--- src/rtl/ptd_defs.svh ---
`ifndef PTD_DEFS_SVH
`define PTD_DEFS_SVH

// register byte offsets
`define PTD_OFF_CTRL    8'h00
`define PTD_OFF_LINK    8'h04
`define PTD_OFF_STAT    8'h08
`define PTD_OFF_CNT     8'h0c
`define PTD_OFF_CMP0    8'h10
`define PTD_OFF_CMP5    8'h24
`define PTD_OFF_PRD     8'h28
`define PTD_OFF_PRDB    8'h2c
`define PTD_OFF_PRDDB   8'h30
`define PTD_OFF_ADA     8'h34
`define PTD_OFF_ADAB    8'h38
`define PTD_OFF_ADADB   8'h3c
`define PTD_OFF_ADB     8'h40
`define PTD_OFF_ADBB    8'h44
`define PTD_OFF_ADBDB   8'h48
`define PTD_OFF_NEG     8'h4c
`define PTD_OFF_DTC     8'h50
`define PTD_OFF_SOS     8'h54
`define PTD_OFF_DVU     8'h58
`define PTD_OFF_DVD     8'h5c
`define PTD_OFF_DBU     8'h60
`define PTD_OFF_DBD     8'h64
`define PTD_OFF_ISTS    8'h68
`define PTD_OFF_ICLR    8'h6c
`define PTD_OFF_IEN     8'h70

// control register fields
`define PTD_CTRL_RUN    0
`define PTD_CTRL_PBUF   1
`define PTD_CTRL_PDBL   2
`define PTD_CTRL_ABUF   3
`define PTD_CTRL_ADBUF  4
`define PTD_CTRL_ADDBL  5
`define PTD_CTRL_W      6

// skip link control fields
`define PTD_LNK_D       0
`define PTD_LNK_E       1
`define PTD_LNK_F       2
`define PTD_LNK_ADA     6
`define PTD_LNK_ADB     7
`define PTD_SKSEL_LSB   8
`define PTD_SKCNT_LSB   12
`define PTD_SKIP_OFF    2'h0

// status, negate, dead time fields
`define PTD_STS_DIR     15
`define PTD_NEG_SWN     0
`define PTD_NEG_NEA     1
`define PTD_NEG_NEB     2
`define PTD_NFS_LSB     4
`define PTD_NFS_CMP1    4'h1
`define PTD_NFS_CMP2    4'h4
`define PTD_NFS_CMP3    4'h5
`define PTD_NFS_EXT     4'h7
`define PTD_NFS_SW      3
`define PTD_DT_TDE      0
`define PTD_DT_UBUF     4
`define PTD_DT_DBUF     5
`define PTD_DT_COPY     8

// protection codes
`define PTD_SOS_OK      2'h0
`define PTD_SOS_ZERO    2'h1
`define PTD_SOS_TRGH    2'h2
`define PTD_SOS_PEAK    2'h3

// reset value of period, compare and timing registers
`define PTD_RST_FULL    32'hffffffff

// interrupt event bits
`define PTD_EV_OVF      0
`define PTD_EV_UDF      1
`define PTD_EV_CMA      2
`define PTD_EV_CMB      3
`define PTD_EV_CMD      4
`define PTD_EV_CME      5
`define PTD_EV_CMF      6
`define PTD_EV_ADA      7
`define PTD_EV_ADB      8
`define PTD_EV_PROT     9
`define PTD_EV_W        10

`endif

--- src/rtl/ptd_pkg.sv ---
package ptd_pkg;
	typedef struct packed {
		logic [31:0] up;
		logic [31:0] down;
	} ptd_dt_pair_t;

	typedef struct packed {
		logic [31:0] timing;
		logic [31:0] buffer;
		logic [31:0] dbuffer;
	} ptd_adc_t;
endpackage

--- src/rtl/ptd_timer.sv ---
`timescale 1ns/100ps
`include "ptd_defs.svh"

module ptd_timer (
	input  wire logic        pclk,
	input  wire logic        presetn,
	input  wire logic        ce,
	input  wire logic        psel,
	input  wire logic        penable,
	input  wire logic        pwrite,
	input  wire logic [7:0]  paddr,
	input  wire logic [31:0] pwdata,
	output logic      [31:0] prdata,
	output logic             pready,
	output logic             pslverr,
	input  wire logic        comparator_one,
	input  wire logic        comparator_two,
	input  wire logic        comparator_three,
	input  wire logic        external_trigger_pin,
	output logic             pwm_out_a,
	output logic             pwm_out_b,
	output logic             adc_start_a,
	output logic             adc_start_b,
	output logic             irq
);
	logic [`PTD_CTRL_W-1:0]  ctrl_r;
	logic [15:0]             link_r;
	logic [15:0]             neg_r;
	logic [15:0]             dtc_r;
	logic [31:0]             cnt_r;
	logic                    dir_r;
	logic [31:0]             cmp_r [6];
	logic [31:0]             prd_r;
	logic [31:0]             prdb_r;
	logic [31:0]             prddb_r;
	ptd_pkg::ptd_adc_t       ada_r;
	ptd_pkg::ptd_adc_t       adb_r;
	ptd_pkg::ptd_dt_pair_t   dv_r;
	ptd_pkg::ptd_dt_pair_t   db_r;
	logic [2:0]              skip_cnt_r;
	logic [1:0]              sos_r;
	logic [`PTD_EV_W-1:0]    ists_r;
	logic [`PTD_EV_W-1:0]    ien_r;
	logic [3:0]              sync1_r;
	logic [3:0]              sync2_r;
	logic [31:0]             prdata_r;
	logic                    pwm_a_r;
	logic                    pwm_b_r;
	logic                    ada_r_o;
	logic                    adb_r_o;
	logic                    wr;
	logic                    hit;
	logic [31:0]             rd_data;
	logic [2:0]              cmp_idx;
	logic                    cmp_hit;
	logic                    run;
	logic                    peak;
	logic                    trough;
	logic                    xfer;
	logic                    skip_on;
	logic                    skip_hit;
	logic                    lpass;
	logic [31:0]             a_new;
	logic [1:0]              sos_nxt;
	logic [`PTD_EV_W-1:0]    ev;
	logic                    neg_act;
	logic [31:0]             cmpb_nxt;

	function automatic logic at(input logic [7:0] a, input logic [7:0] o);
		at = (a == o);
	endfunction

	// decode of the negate source field
	function automatic logic neg_src(input logic [3:0] negate_source_select,
	                                 input logic [3:0] s,
	                                 input logic sw);
		if (negate_source_select[`PTD_NFS_SW]) begin
			neg_src = sw;
		end else if (negate_source_select == `PTD_NFS_CMP1) begin
			neg_src = s[0];
		end else if (negate_source_select == `PTD_NFS_CMP2) begin
			neg_src = s[1];
		end else if (negate_source_select == `PTD_NFS_CMP3) begin
			neg_src = s[2];
		end else if (negate_source_select == `PTD_NFS_EXT) begin
			neg_src = s[3];
		end else begin
			neg_src = 1'b0;
		end
	endfunction

	assign wr      = psel & penable & pwrite & ce;
	assign cmp_hit = (paddr >= `PTD_OFF_CMP0) && (paddr <= `PTD_OFF_CMP5)
	                 && (paddr[1:0] == 2'h0);
	assign cmp_idx = 3'((paddr - `PTD_OFF_CMP0) >> 2);
	assign hit     = cmp_hit || (paddr[1:0] == 2'h0 &&
	                 (paddr <= `PTD_OFF_CNT ||
	                 (paddr >= `PTD_OFF_PRD && paddr <= `PTD_OFF_IEN)));
	assign pready  = ce;
	assign pslverr = psel & penable & ~hit;
	assign prdata  = prdata_r;

	always_comb begin
		rd_data = 32'h0;
		if (cmp_hit) begin
			rd_data = cmp_r[cmp_idx];
		end else begin
			unique case (paddr)
				`PTD_OFF_CTRL:  rd_data = 32'(ctrl_r);
				`PTD_OFF_LINK:  rd_data = 32'(link_r);
				`PTD_OFF_STAT:  rd_data = 32'({dir_r, 12'h0, skip_cnt_r});
				`PTD_OFF_CNT:   rd_data = cnt_r;
				`PTD_OFF_PRD:   rd_data = prd_r;
				`PTD_OFF_PRDB:  rd_data = prdb_r;
				`PTD_OFF_PRDDB: rd_data = prddb_r;
				`PTD_OFF_ADA:   rd_data = ada_r.timing;
				`PTD_OFF_ADAB:  rd_data = ada_r.buffer;
				`PTD_OFF_ADADB: rd_data = ada_r.dbuffer;
				`PTD_OFF_ADB:   rd_data = adb_r.timing;
				`PTD_OFF_ADBB:  rd_data = adb_r.buffer;
				`PTD_OFF_ADBDB: rd_data = adb_r.dbuffer;
				`PTD_OFF_NEG:   rd_data = 32'(neg_r);
				`PTD_OFF_DTC:   rd_data = 32'(dtc_r);
				`PTD_OFF_SOS:   rd_data = 32'(sos_r);
				`PTD_OFF_DVU:   rd_data = dv_r.up;
				`PTD_OFF_DVD:   rd_data = dv_r.down;
				`PTD_OFF_DBU:   rd_data = db_r.up;
				`PTD_OFF_DBD:   rd_data = db_r.down;
				`PTD_OFF_ISTS:  rd_data = 32'(ists_r);
				`PTD_OFF_IEN:   rd_data = 32'(ien_r);
				default:        rd_data = 32'h0;
			endcase
		end
	end

	// read data captured in the setup cycle
	always_ff @(posedge pclk or negedge presetn) begin
		if (!presetn) begin
			prdata_r <= 32'h0;
		end else if (ce && psel && !penable && !pwrite) begin
			prdata_r <= rd_data;
		end
	end

	always_ff @(posedge pclk or negedge presetn) begin
		if (!presetn) begin
			ctrl_r <= '0;
			link_r <= 16'h0;
			neg_r  <= 16'h0;
			dtc_r  <= 16'h0;
			ien_r  <= '0;
		end else if (wr) begin
			if (at(paddr, `PTD_OFF_CTRL))
				ctrl_r <= pwdata[`PTD_CTRL_W-1:0];
			if (at(paddr, `PTD_OFF_LINK))
				link_r <= pwdata[15:0];
			if (at(paddr, `PTD_OFF_NEG))
				neg_r <= pwdata[15:0];
			if (at(paddr, `PTD_OFF_DTC))
				dtc_r <= pwdata[15:0];
			if (at(paddr, `PTD_OFF_IEN))
				ien_r <= pwdata[`PTD_EV_W-1:0];
		end
	end

	assign run    = ctrl_r[`PTD_CTRL_RUN];
	assign peak   = run & dir_r & (cnt_r >= prd_r);
	assign trough = run & ~dir_r & (cnt_r == 32'h0);
	assign xfer   = peak | trough;

	always_ff @(posedge pclk or negedge presetn) begin
		if (!presetn) begin
			cnt_r <= 32'h0;
			dir_r <= 1'b1;
		end else if (ce) begin
			if (wr && at(paddr, `PTD_OFF_CNT)) begin
				cnt_r <= pwdata;
			end else if (peak) begin
				dir_r <= 1'b0;
				cnt_r <= cnt_r - 32'h1;
			end else if (trough) begin
				dir_r <= 1'b1;
				cnt_r <= cnt_r + 32'h1;
			end else if (run) begin
				cnt_r <= dir_r ? cnt_r + 32'h1 : cnt_r - 32'h1;
			end
		end
	end

	// period with single or double buffer
	always_ff @(posedge pclk or negedge presetn) begin
		if (!presetn) begin
			prd_r   <= `PTD_RST_FULL;
			prdb_r  <= `PTD_RST_FULL;
			prddb_r <= `PTD_RST_FULL;
		end else if (ce) begin
			if (wr && at(paddr, `PTD_OFF_PRD))
				prd_r <= pwdata;
			if (wr && at(paddr, `PTD_OFF_PRDB))
				prdb_r <= pwdata;
			if (wr && at(paddr, `PTD_OFF_PRDDB))
				prddb_r <= pwdata;
			if (xfer && ctrl_r[`PTD_CTRL_PBUF])
				prd_r <= prdb_r;
			if (xfer && ctrl_r[`PTD_CTRL_PDBL])
				prdb_r <= prddb_r;
		end
	end

	assign a_new    = ctrl_r[`PTD_CTRL_ABUF] ? cmp_r[2] : cmp_r[0];
	assign cmpb_nxt = dir_r ? cmp_r[0] + dv_r.up : cmp_r[0] - dv_r.down;

	always_ff @(posedge pclk or negedge presetn) begin
		if (!presetn) begin
			for (int i = 0; i < 6; i++)
				cmp_r[i] <= `PTD_RST_FULL;
		end else if (ce) begin
			if (wr && cmp_hit)
				cmp_r[cmp_idx] <= pwdata;
			if (xfer && ctrl_r[`PTD_CTRL_ABUF])
				cmp_r[0] <= cmp_r[2];
			if (dtc_r[`PTD_DT_TDE])
				cmp_r[1] <= cmpb_nxt;
		end
	end

	always_ff @(posedge pclk or negedge presetn) begin
		if (!presetn) begin
			ada_r <= '1;
			adb_r <= '1;
		end else if (ce) begin
			if (wr && at(paddr, `PTD_OFF_ADA))   ada_r.timing  <= pwdata;
			if (wr && at(paddr, `PTD_OFF_ADAB))  ada_r.buffer  <= pwdata;
			if (wr && at(paddr, `PTD_OFF_ADADB)) ada_r.dbuffer <= pwdata;
			if (wr && at(paddr, `PTD_OFF_ADB))   adb_r.timing  <= pwdata;
			if (wr && at(paddr, `PTD_OFF_ADBB))  adb_r.buffer  <= pwdata;
			if (wr && at(paddr, `PTD_OFF_ADBDB)) adb_r.dbuffer <= pwdata;
			if (xfer && ctrl_r[`PTD_CTRL_ADBUF]) begin
				ada_r.timing <= ada_r.buffer;
				adb_r.timing <= adb_r.buffer;
			end
			if (xfer && ctrl_r[`PTD_CTRL_ADDBL]) begin
				ada_r.buffer <= ada_r.dbuffer;
				adb_r.buffer <= adb_r.dbuffer;
			end
		end
	end

	always_ff @(posedge pclk or negedge presetn) begin
		if (!presetn) begin
			dv_r <= '0;
			db_r <= '0;
		end else if (ce) begin
			if (wr && at(paddr, `PTD_OFF_DVD))
				dv_r.down <= pwdata;
			if (wr && at(paddr, `PTD_OFF_DBD))
				db_r.down <= pwdata;
			if (wr && at(paddr, `PTD_OFF_DVU)) begin
				dv_r.up <= pwdata;
				if (dtc_r[`PTD_DT_COPY])
					dv_r.down <= pwdata;
			end
			if (wr && at(paddr, `PTD_OFF_DBU)) begin
				db_r.up <= pwdata;
				if (dtc_r[`PTD_DT_COPY])
					db_r.down <= pwdata;
			end
			if (xfer && dtc_r[`PTD_DT_UBUF])
				dv_r.up <= db_r.up;
			if (xfer && dtc_r[`PTD_DT_DBUF])
				dv_r.down <= db_r.down;
		end
	end

	assign skip_on  = link_r[`PTD_SKSEL_LSB+:2] != `PTD_SKIP_OFF;
	assign skip_hit = skip_cnt_r == link_r[`PTD_SKCNT_LSB+:3];
	assign lpass    = ~skip_on | (skip_cnt_r == 3'h0);

	// count skipped peak and trough events
	always_ff @(posedge pclk or negedge presetn) begin
		if (!presetn) begin
			skip_cnt_r <= 3'h0;
		end else if (ce) begin
			if (!skip_on)
				skip_cnt_r <= 3'h0;
			else if (xfer)
				skip_cnt_r <= skip_hit ? 3'h0 : skip_cnt_r + 3'h1;
		end
	end

	always_comb begin
		sos_nxt = `PTD_SOS_OK;
		if (a_new == 32'h0)
			sos_nxt = `PTD_SOS_ZERO;
		else if (a_new >= prd_r)
			sos_nxt = peak ? `PTD_SOS_PEAK : `PTD_SOS_TRGH;
	end

	always_ff @(posedge pclk or negedge presetn) begin
		if (!presetn) begin
			sos_r <= `PTD_SOS_OK;
		end else if (ce && xfer) begin
			sos_r <= sos_nxt;
		end
	end

	always_comb begin
		ev = '0;
		ev[`PTD_EV_OVF]  = peak & (~skip_on | skip_hit);
		ev[`PTD_EV_UDF]  = trough & (~skip_on | skip_hit);
		ev[`PTD_EV_CMA]  = run & (cnt_r == cmp_r[0]);
		ev[`PTD_EV_CMB]  = run & (cnt_r == cmp_r[1]);
		// compare D to F gated when linked
		ev[`PTD_EV_CMD]  = run & (cnt_r == cmp_r[3]) &
		                   (~link_r[`PTD_LNK_D] | lpass);
		ev[`PTD_EV_CME]  = run & (cnt_r == cmp_r[4]) &
		                   (~link_r[`PTD_LNK_E] | lpass);
		ev[`PTD_EV_CMF]  = run & (cnt_r == cmp_r[5]) &
		                   (~link_r[`PTD_LNK_F] | lpass);
		ev[`PTD_EV_ADA]  = run & (cnt_r == ada_r.timing) &
		                   (~link_r[`PTD_LNK_ADA] | lpass);
		ev[`PTD_EV_ADB]  = run & (cnt_r == adb_r.timing) &
		                   (~link_r[`PTD_LNK_ADB] | lpass);
		ev[`PTD_EV_PROT] = xfer & (sos_nxt != `PTD_SOS_OK);
	end

	// sticky status, set beats clear
	always_ff @(posedge pclk or negedge presetn) begin
		if (!presetn) begin
			ists_r <= '0;
		end else if (ce) begin
			if (wr && at(paddr, `PTD_OFF_ICLR))
				ists_r <= (ists_r & ~pwdata[`PTD_EV_W-1:0]) | ev;
			else
				ists_r <= ists_r | ev;
		end
	end

	assign irq = |(ists_r & ien_r);

	always_ff @(posedge pclk or negedge presetn) begin
		if (!presetn) begin
			sync1_r <= 4'h0;
			sync2_r <= 4'h0;
		end else if (ce) begin
			sync1_r <= {external_trigger_pin, comparator_three,
			            comparator_two, comparator_one};
			sync2_r <= sync1_r;
		end
	end

	assign neg_act = neg_src(neg_r[`PTD_NFS_LSB+:4], sync2_r,
	                         neg_r[`PTD_NEG_SWN]);

	always_ff @(posedge pclk or negedge presetn) begin
		if (!presetn) begin
			pwm_a_r <= 1'b0;
			pwm_b_r <= 1'b0;
			ada_r_o <= 1'b0;
			adb_r_o <= 1'b0;
		end else if (ce) begin
			pwm_a_r <= (sos_r == `PTD_SOS_OK) & (cnt_r < cmp_r[0]) &
			           ~(neg_act & neg_r[`PTD_NEG_NEA]);
			pwm_b_r <= (sos_r == `PTD_SOS_OK) & (cnt_r >= cmp_r[1]) &
			           ~(neg_act & neg_r[`PTD_NEG_NEB]);
			ada_r_o <= ev[`PTD_EV_ADA];
			adb_r_o <= ev[`PTD_EV_ADB];
		end
	end

	assign pwm_out_a   = pwm_a_r;
	assign pwm_out_b   = pwm_b_r;
	assign adc_start_a = ada_r_o;
	assign adc_start_b = adb_r_o;

	chk_link_d_gate: assert property (
		@(posedge pclk) disable iff (!presetn)
		ce && run && cnt_r == cmp_r[3] && link_r[`PTD_LNK_D] && skip_on
		&& skip_cnt_r != 3'h0 && !ists_r[`PTD_EV_CMD]
		|=> !ists_r[`PTD_EV_CMD])
		else $error("linked compare D not skipped");

	chk_skip_wrap: assert property (
		@(posedge pclk) disable iff (!presetn)
		ce && skip_on && xfer && skip_hit |=> skip_cnt_r == 3'h0)
		else $error("skip counter did not wrap");

	chk_skip_step: assert property (
		@(posedge pclk) disable iff (!presetn)
		ce && skip_on && xfer && !skip_hit && !wr
		|=> skip_cnt_r == $past(skip_cnt_r) + 3'h1)
		else $error("skip counter did not advance");

	chk_adc_link: assert property (
		@(posedge pclk) disable iff (!presetn)
		ce && run && cnt_r == ada_r.timing && link_r[`PTD_LNK_ADA]
		&& !lpass |=> !adc_start_a)
		else $error("linked A/D request not skipped");

	chk_dir_peak: assert property (
		@(posedge pclk) disable iff (!presetn)
		ce && peak && !wr |=> !dir_r ##1 (ce ? !peak : 1'b1))
		else $error("direction not down after peak");

	chk_negate_sw: assert property (
		@(posedge pclk) disable iff (!presetn)
		ce && neg_r[`PTD_NFS_LSB+3] && neg_r[`PTD_NEG_SWN]
		&& neg_r[`PTD_NEG_NEA] |=> !pwm_out_a)
		else $error("software negate did not force output low");

	chk_tde_load: assert property (
		@(posedge pclk) disable iff (!presetn)
		ce && dtc_r[`PTD_DT_TDE] |=> cmp_r[1] == $past(cmpb_nxt))
		else $error("compare B not loaded from dead time");

	chk_dt_xfer: assert property (
		@(posedge pclk) disable iff (!presetn)
		ce && xfer && dtc_r[`PTD_DT_UBUF] && !wr
		|=> dv_r.up == $past(db_r.up))
		else $error("up dead-time buffer not transferred");

	chk_prot_zero: assert property (
		@(posedge pclk) disable iff (!presetn)
		ce && xfer && a_new == 32'h0
		|=> sos_r == `PTD_SOS_ZERO && ists_r[`PTD_EV_PROT])
		else $error("protection zero state not reported");
endmodule

--- config.mk ---
export PLATFORM = sky130hd
export DESIGN_NAME = ptd_timer
export DESIGN_NICKNAME = d
export VERILOG_FILES = /design/src/rtl/ptd_pkg.sv /design/src/rtl/ptd_timer.sv
export VERILOG_INCLUDE_DIRS = /design/src /design/src/rtl
export SDC_FILE = /design/constraint.sdc
export NUM_CORES = 2
export LEC_CHECK = 0
export BUFFER_PORTS_ARGS = -buffer_cell sky130_fd_sc_hd__buf_2
export CAP_MARGIN = 40
export CORE_AREA = 10 10 368 227
export DETAILED_ROUTE_END_ITERATION = 8
export DIE_AREA = 0 0 378 237
export PLACE_DENSITY_LB_ADDON = 0.12
export SYNTH_ARGS = -nofsm -noshare
export SYNTH_HDL_FRONTEND = slang
export SYNTH_SLANG_ARGS = --single-unit
export TNS_END_PERCENT = 5
--- constraint.sdc ---
create_clock -name pclk -period 12.6 [get_ports pclk]
set_clock_uncertainty 0.1 [all_clocks]
set_input_delay 3.78 -clock pclk [delete_from_list [all_inputs] [get_ports pclk]]
set_output_delay 3.78 -clock pclk [all_outputs]
set_load 0.005 [all_outputs]
## Word-level counts from Yosys, hierarchy flattened

Cells that the tools add are included.

- $add $sub $neg: 6
- Multipliers: 0
- Div/mod/pow operators: 0
- Magnitude comparators: 11
- Equality and inequality tests: 35
- Shift-type cells: 0
- Multiplexer cells: 52
- Bitwise operators: 54
- Reduce and logical (&&, ||, !) cells: 78

Operators by type and width:

| operator | count |
|---|---|
| two-way mux 32 bit | 32 |
| one-hot mux 32 bit (22 select lines) | 1 |
| == test 32 bit | 7 |
| bitwise mux 192 bit | 1 |
| two-way mux 192 bit | 1 |
| == test 8 x 7 -> 1 bit, second input constant | 13 |
| binary-select mux 32 bit (select 3 bit) | 1 |
| demux 32 bit (select 3 bit) | 1 |
| greater-or-equal comparator 32 bit | 3 |
| zero test 32 bit | 2 |
| two-way mux 64 bit | 1 |
| == test 8 x 6 -> 1 bit, second input constant | 6 |
| AND reduction 2 bit | 21 |
| adder 32 x 1 -> 32 bit, second input constant | 1 |
| adder 32 bit | 1 |
| logical AND 1 bit | 32 |
| less-than comparator 32 bit | 1 |
| subtractor 32 x 1 -> 32 bit, second input constant | 1 |
| subtractor 32 bit | 1 |
| bitwise AND 1 bit | 29 |
| nonzero test 2 bit | 12 |
| bitwise AND 10 bit | 2 |
| OR 10 bit | 2 |
| == test 8 x 4 -> 1 bit, second input constant | 2 |
| other kinds (30) | 62 |

- Flip-flop bits (word level): 764
- Bits in latches: 0
- Memory bits (writable): 0
- ROM bits: 0
- Input port bits: 50
- Output and inout port bits: 39
- Word-level logic and storage cells: 272
- Memories kept: 0

## Depth between registers and ports, before layout

- Depth in word-level cells: 9
- Gate-level depth with buffers: 20
- Mapped depth without buffers: 18

## Worst setup path before layout

No wires, ideal clock.

- Kind: input port to output port
- Start: input port paddr[2]
- End: output port pslverr
- Arrival time: 4681 ps
- Data required time: 8720 ps
- Setup slack: 4039 ps
- Stages: 5
- Cells stage by stage: clkbuf_1 -> nor2_1 -> nor2_1 -> a2111oi_0 -> nor2_1

- Longest elaborated chain between the ends: 7
- Elaborated cells between the ends (all ways): 13

Ends and longest elaborated chain:

| element | RTL line | source |
|---|---|---|
| start, declared | ptd_timer.sv:11 | `input wire logic [7:0] paddr,` |
| greater-or-equal comparator 8 x 6 -> 1 bit (no source line) / <= comparator 8 x 7 -> 1 bit (equally long branches) | - |  |
| logical AND 1 bit (no source line) | - |  |
| logical OR 1 bit | ptd_timer.sv:97 | `` (paddr <= `PTD_OFF_CNT \|\| `` |
| logical AND 1 bit | ptd_timer.sv:96 | `assign hit = cmp_hit \|\| (paddr[1:0] == 2'h0 &&` |
| logical OR 1 bit * | ptd_timer.sv:96 |  |
| NOT 1 bit * | ptd_timer.sv:100 | `assign pslverr = psel & penable & ~hit;` |
| bitwise AND 1 bit * | ptd_timer.sv:100 |  |
| end, declared | ptd_timer.sv:15 | `output logic pslverr,` |

Every way passes the cells marked *; elsewhere a longest branch is shown, timed or not.

## Worst setup path in the final report

- Start: input port paddr[3]
- End: output port pslverr

The elaborated chain is that of the path after synthesis.

==> results.sh <==
export IMPL_cts_hold_buf=0
export IMPL_area_delta_synth_final_pct=10.1
export IMPL_io_buffers=88
export IMPL_path_clk_slew_ns=0.06
export IMPL_synth_edf_count=0
export IMPL_grt_usage_pct=43.4
export IMPL_cts_setup_buffers=0
export IMPL_yosysTopAreaCell="dfstp_2"
export IMPL_vdd_drop_max_mv=0.112
export IMPL_p_switching_mw=1.62
export IMPL_io_pins=89
export IMPL_worstPathMaxFanout=40
export IMPL_cts_htree_levels=3
export IMPL_holdWs_ns=0.391
export IMPL_yosys_top_cells_count="dfstp_2, mux2_2, nand2_1"
export IMPL_drtPass1Iterations=9
export IMPL_cts_tree="done"
export IMPL_register_area_um2=19700
export IMPL_die_h_um=237
export IMPL_ys_ff_latch=764
export IMPL_yosys_most_used_dff="dfstp_2"
export IMPL_fmax_mhz=108
export IMPL_cts_resized=0
export IMPL_place_hpwl_mm=135
export IMPL_maxCapViolations=0
export IMPL_p_leak_nw=21.4
export IMPL_critical_path_class="primary input to output port"
export IMPL_syn_num_nets=4669
export IMPL_multiInputGateArea_um2=23400
export IMPL_power_density_nw_per_um2=117
export IMPL_wl_per_cell_um=36.6
export IMPL_antenna_found_initial=8
export IMPL_avgSynthCellArea_um2=10.1
export IMPL_slew_headroom_pct=12.9
export IMPL_yosys_cell_types_count=73
export IMPL_initial_core_util_pct=58.4
export IMPL_tns_ns=0
export IMPL_period_share_pct=73.3
export IMPL_grt_pass1_vias=38200
export IMPL_slew_violations=0
export IMPL_cp_required_ns=8.72
export IMPL_first_iter_violations=7019
export IMPL_drc=9
export IMPL_vias_per_cell=7.44
export IMPL_clock_latency_ns=0.70
export IMPL_sw_frac_of_total_pct=28.2
export IMPL_async_flop_share_pct=100
export IMPL_yosysMostFrequentCell="dfstp_2"
export IMPL_dieArea_um2=89600
export IMPL_core_area_um2=76900
export IMPL_grt_pass1_wl_mm=282
export IMPL_drtAntennaViolNets=0
export IMPL_finalWirelength_mm=200
export IMPL_gp_congestion=1.07
export IMPL_clock_path_buffers=3
export IMPL_drive_gt1_share_pct=29.2
export IMPL_cp_end_kind="output port"
export IMPL_overflow=0
export IMPL_syn_inst=4449
export IMPL_setup_viol=0
export IMPL_hp_class="register to register"
export IMPL_netlist_top_cells_area="dfstp_2, dfrtp_1, mux2_2, ha_1, a22oi_1"
export IMPL_place_ws_ns=3.38
export IMPL_utilization_pct=64.3
export IMPL_vias=40700
export IMPL_numCtsBuffers=76
export IMPL_crit_arrival_ns=5.35
export IMPL_grt_max_degree=164
export IMPL_ys_warn_count=0
export IMPL_hold_violations=0
export IMPL_power_mw=5.76
export IMPL_p_int_mw=4.14
export IMPL_fp_row_count=79
export IMPL_finalWorstSetupSlack_ns=3.37
export IMPL_pwr_share_clk_pct=42.9
export IMPL_seqPwrFrac_pct=45.9
export IMPL_clock_root_buffer="clkbuf_16"
export IMPL_worst_slew_pin_slew_ns=1.31
export IMPL_comb_power_share_pct=11.2
export IMPL_clock_sinks=764
export IMPL_synth_area_um2=44900
export IMPL_fillers=6299
export IMPL_period_needed_ns=9.23
export IMPL_outcome="finished with violations"
export IMPL_rsz0062_at_grt="false"
export IMPL_violations="design-rule violations"
export IMPL_fin_nets=4614
export IMPL_yosysTopAreaCellShare_pct=28.2
export IMPL_synth_seq_area_share_pct=43.9
export IMPL_die_x_um=378
export IMPL_start_kind="primary input"
==> per-layer routing <==
metal | up-vias | GRT usage [%] | wire length [um]
met4 | 6 | 16.3 | 9350
met5 | - | 3.55 | 453
met3 | 578 | 26.6 | 39500
met2 | 3648 | 54.3 | 73800
li1 | 16400 | - | -
met1 | 20100 | 59.1 | 77300
==> registers in the layout, indices dropped and copies added (netlist names), 2 cells and up <==
name	count
cmp_r	192
ada_r	96
adb_r	96
db_r	64
dv_r	64
cnt_r	32
prd_r	32
prdata	32
prdb_r	32
prddb_r	32
dtc_r	16
link_r	16
neg_r	16
ien_r	10
ists_r	10
ctrl_r	6
sync1_r	4
sync2_r	4
skip_cnt_r	3
sos_r	2
==> cells by family after synthesis <==
kind of cell,after synthesis,synth area share (%)
flip-flops,764,43.9
multiplexers,469,12.4
adder cells (fa/ha/maj),170,4.76
AND/OR/NAND/NOR,1037,10.8
AO/OA/AOI/OAI,1237,18.8
buffers and inverters,527,4.65
XOR/XNOR,245,4.78
==> cells in the final DEF, fill, tap and decap left out, drive strengths merged, types with 149 or more instances in the layout <==
master	count
dfstp	481
mux2	363
nand2	325
nor2	308
dfrtp	283
a21oi	260
a22oi	259
buf	247
o21ai	241
ha	169
xnor2	156
inv	149
==> critical path, cell delays in order <==
cell       delay [ns]
buf_2            0.10
buf_4            0.30
nor2_1           0.44
nor2_1           0.09
a2111oi_0        0.43
nor2_1           0.06
buf_2            0.14
==> final cells by class <==
| cell class | count | share of cell area, % |
|---|---|---|
| Antenna cell | 6 | 0.0304 |
| Clock buffer | 119 | 4.46 |
| Clock inverter | 22 | 0.815 |
| Sequential cell | 764 | 39.9 |
| Tap cell | 1012 | 2.56 |
| Inverter | 147 | 1.12 |
| Multi-Input combinational cell | 3158 | 47.3 |
| Timing Repair Buffer | 247 | 3.81 |
==> path summary, 6_finish.rpt <==
path	end	cells past startpoint	slack [ns]	start
hold / removal	cmp_r[144]	2	0.39	cmp_r[144]
setup reg to reg	adb_r[75]	13	6.78	cnt_r[0]
min in group asynchronous	neg_r[4]	1	3.03	presetn
max in group asynchronous	pwm_out_a	3	7.27	presetn
hold reg to reg	cmp_r[144]	2	0.39	cmp_r[144]
setup / recovery	pslverr	7	3.37	paddr[3]
==> power groups by stage <==
stage / logic [mW] / clock network, mW / registers [mW]
floorplan: 0.326 / 0 / 2.64
global placement: 0.595 / 0 / 2.68
detailed placement: 0.610 / 0 / 2.68
CTS: 0.613 / 2.47 / 2.64
global route: 0.674 / 2.56 / 2.65
finish: 0.646 / 2.47 / 2.65
==> metrics by stage <==
step | instances | cell area (um2)
after floorplan | 4449 | 44900
after global placement | 5297 | 46400
after detailed placement | 5324 | 46800
after CTS | 5465 | 49400
after global routing | 5471 | 49400
final | 5475 | 49400
No activity file was read; power rests on OpenSTA's default activity.
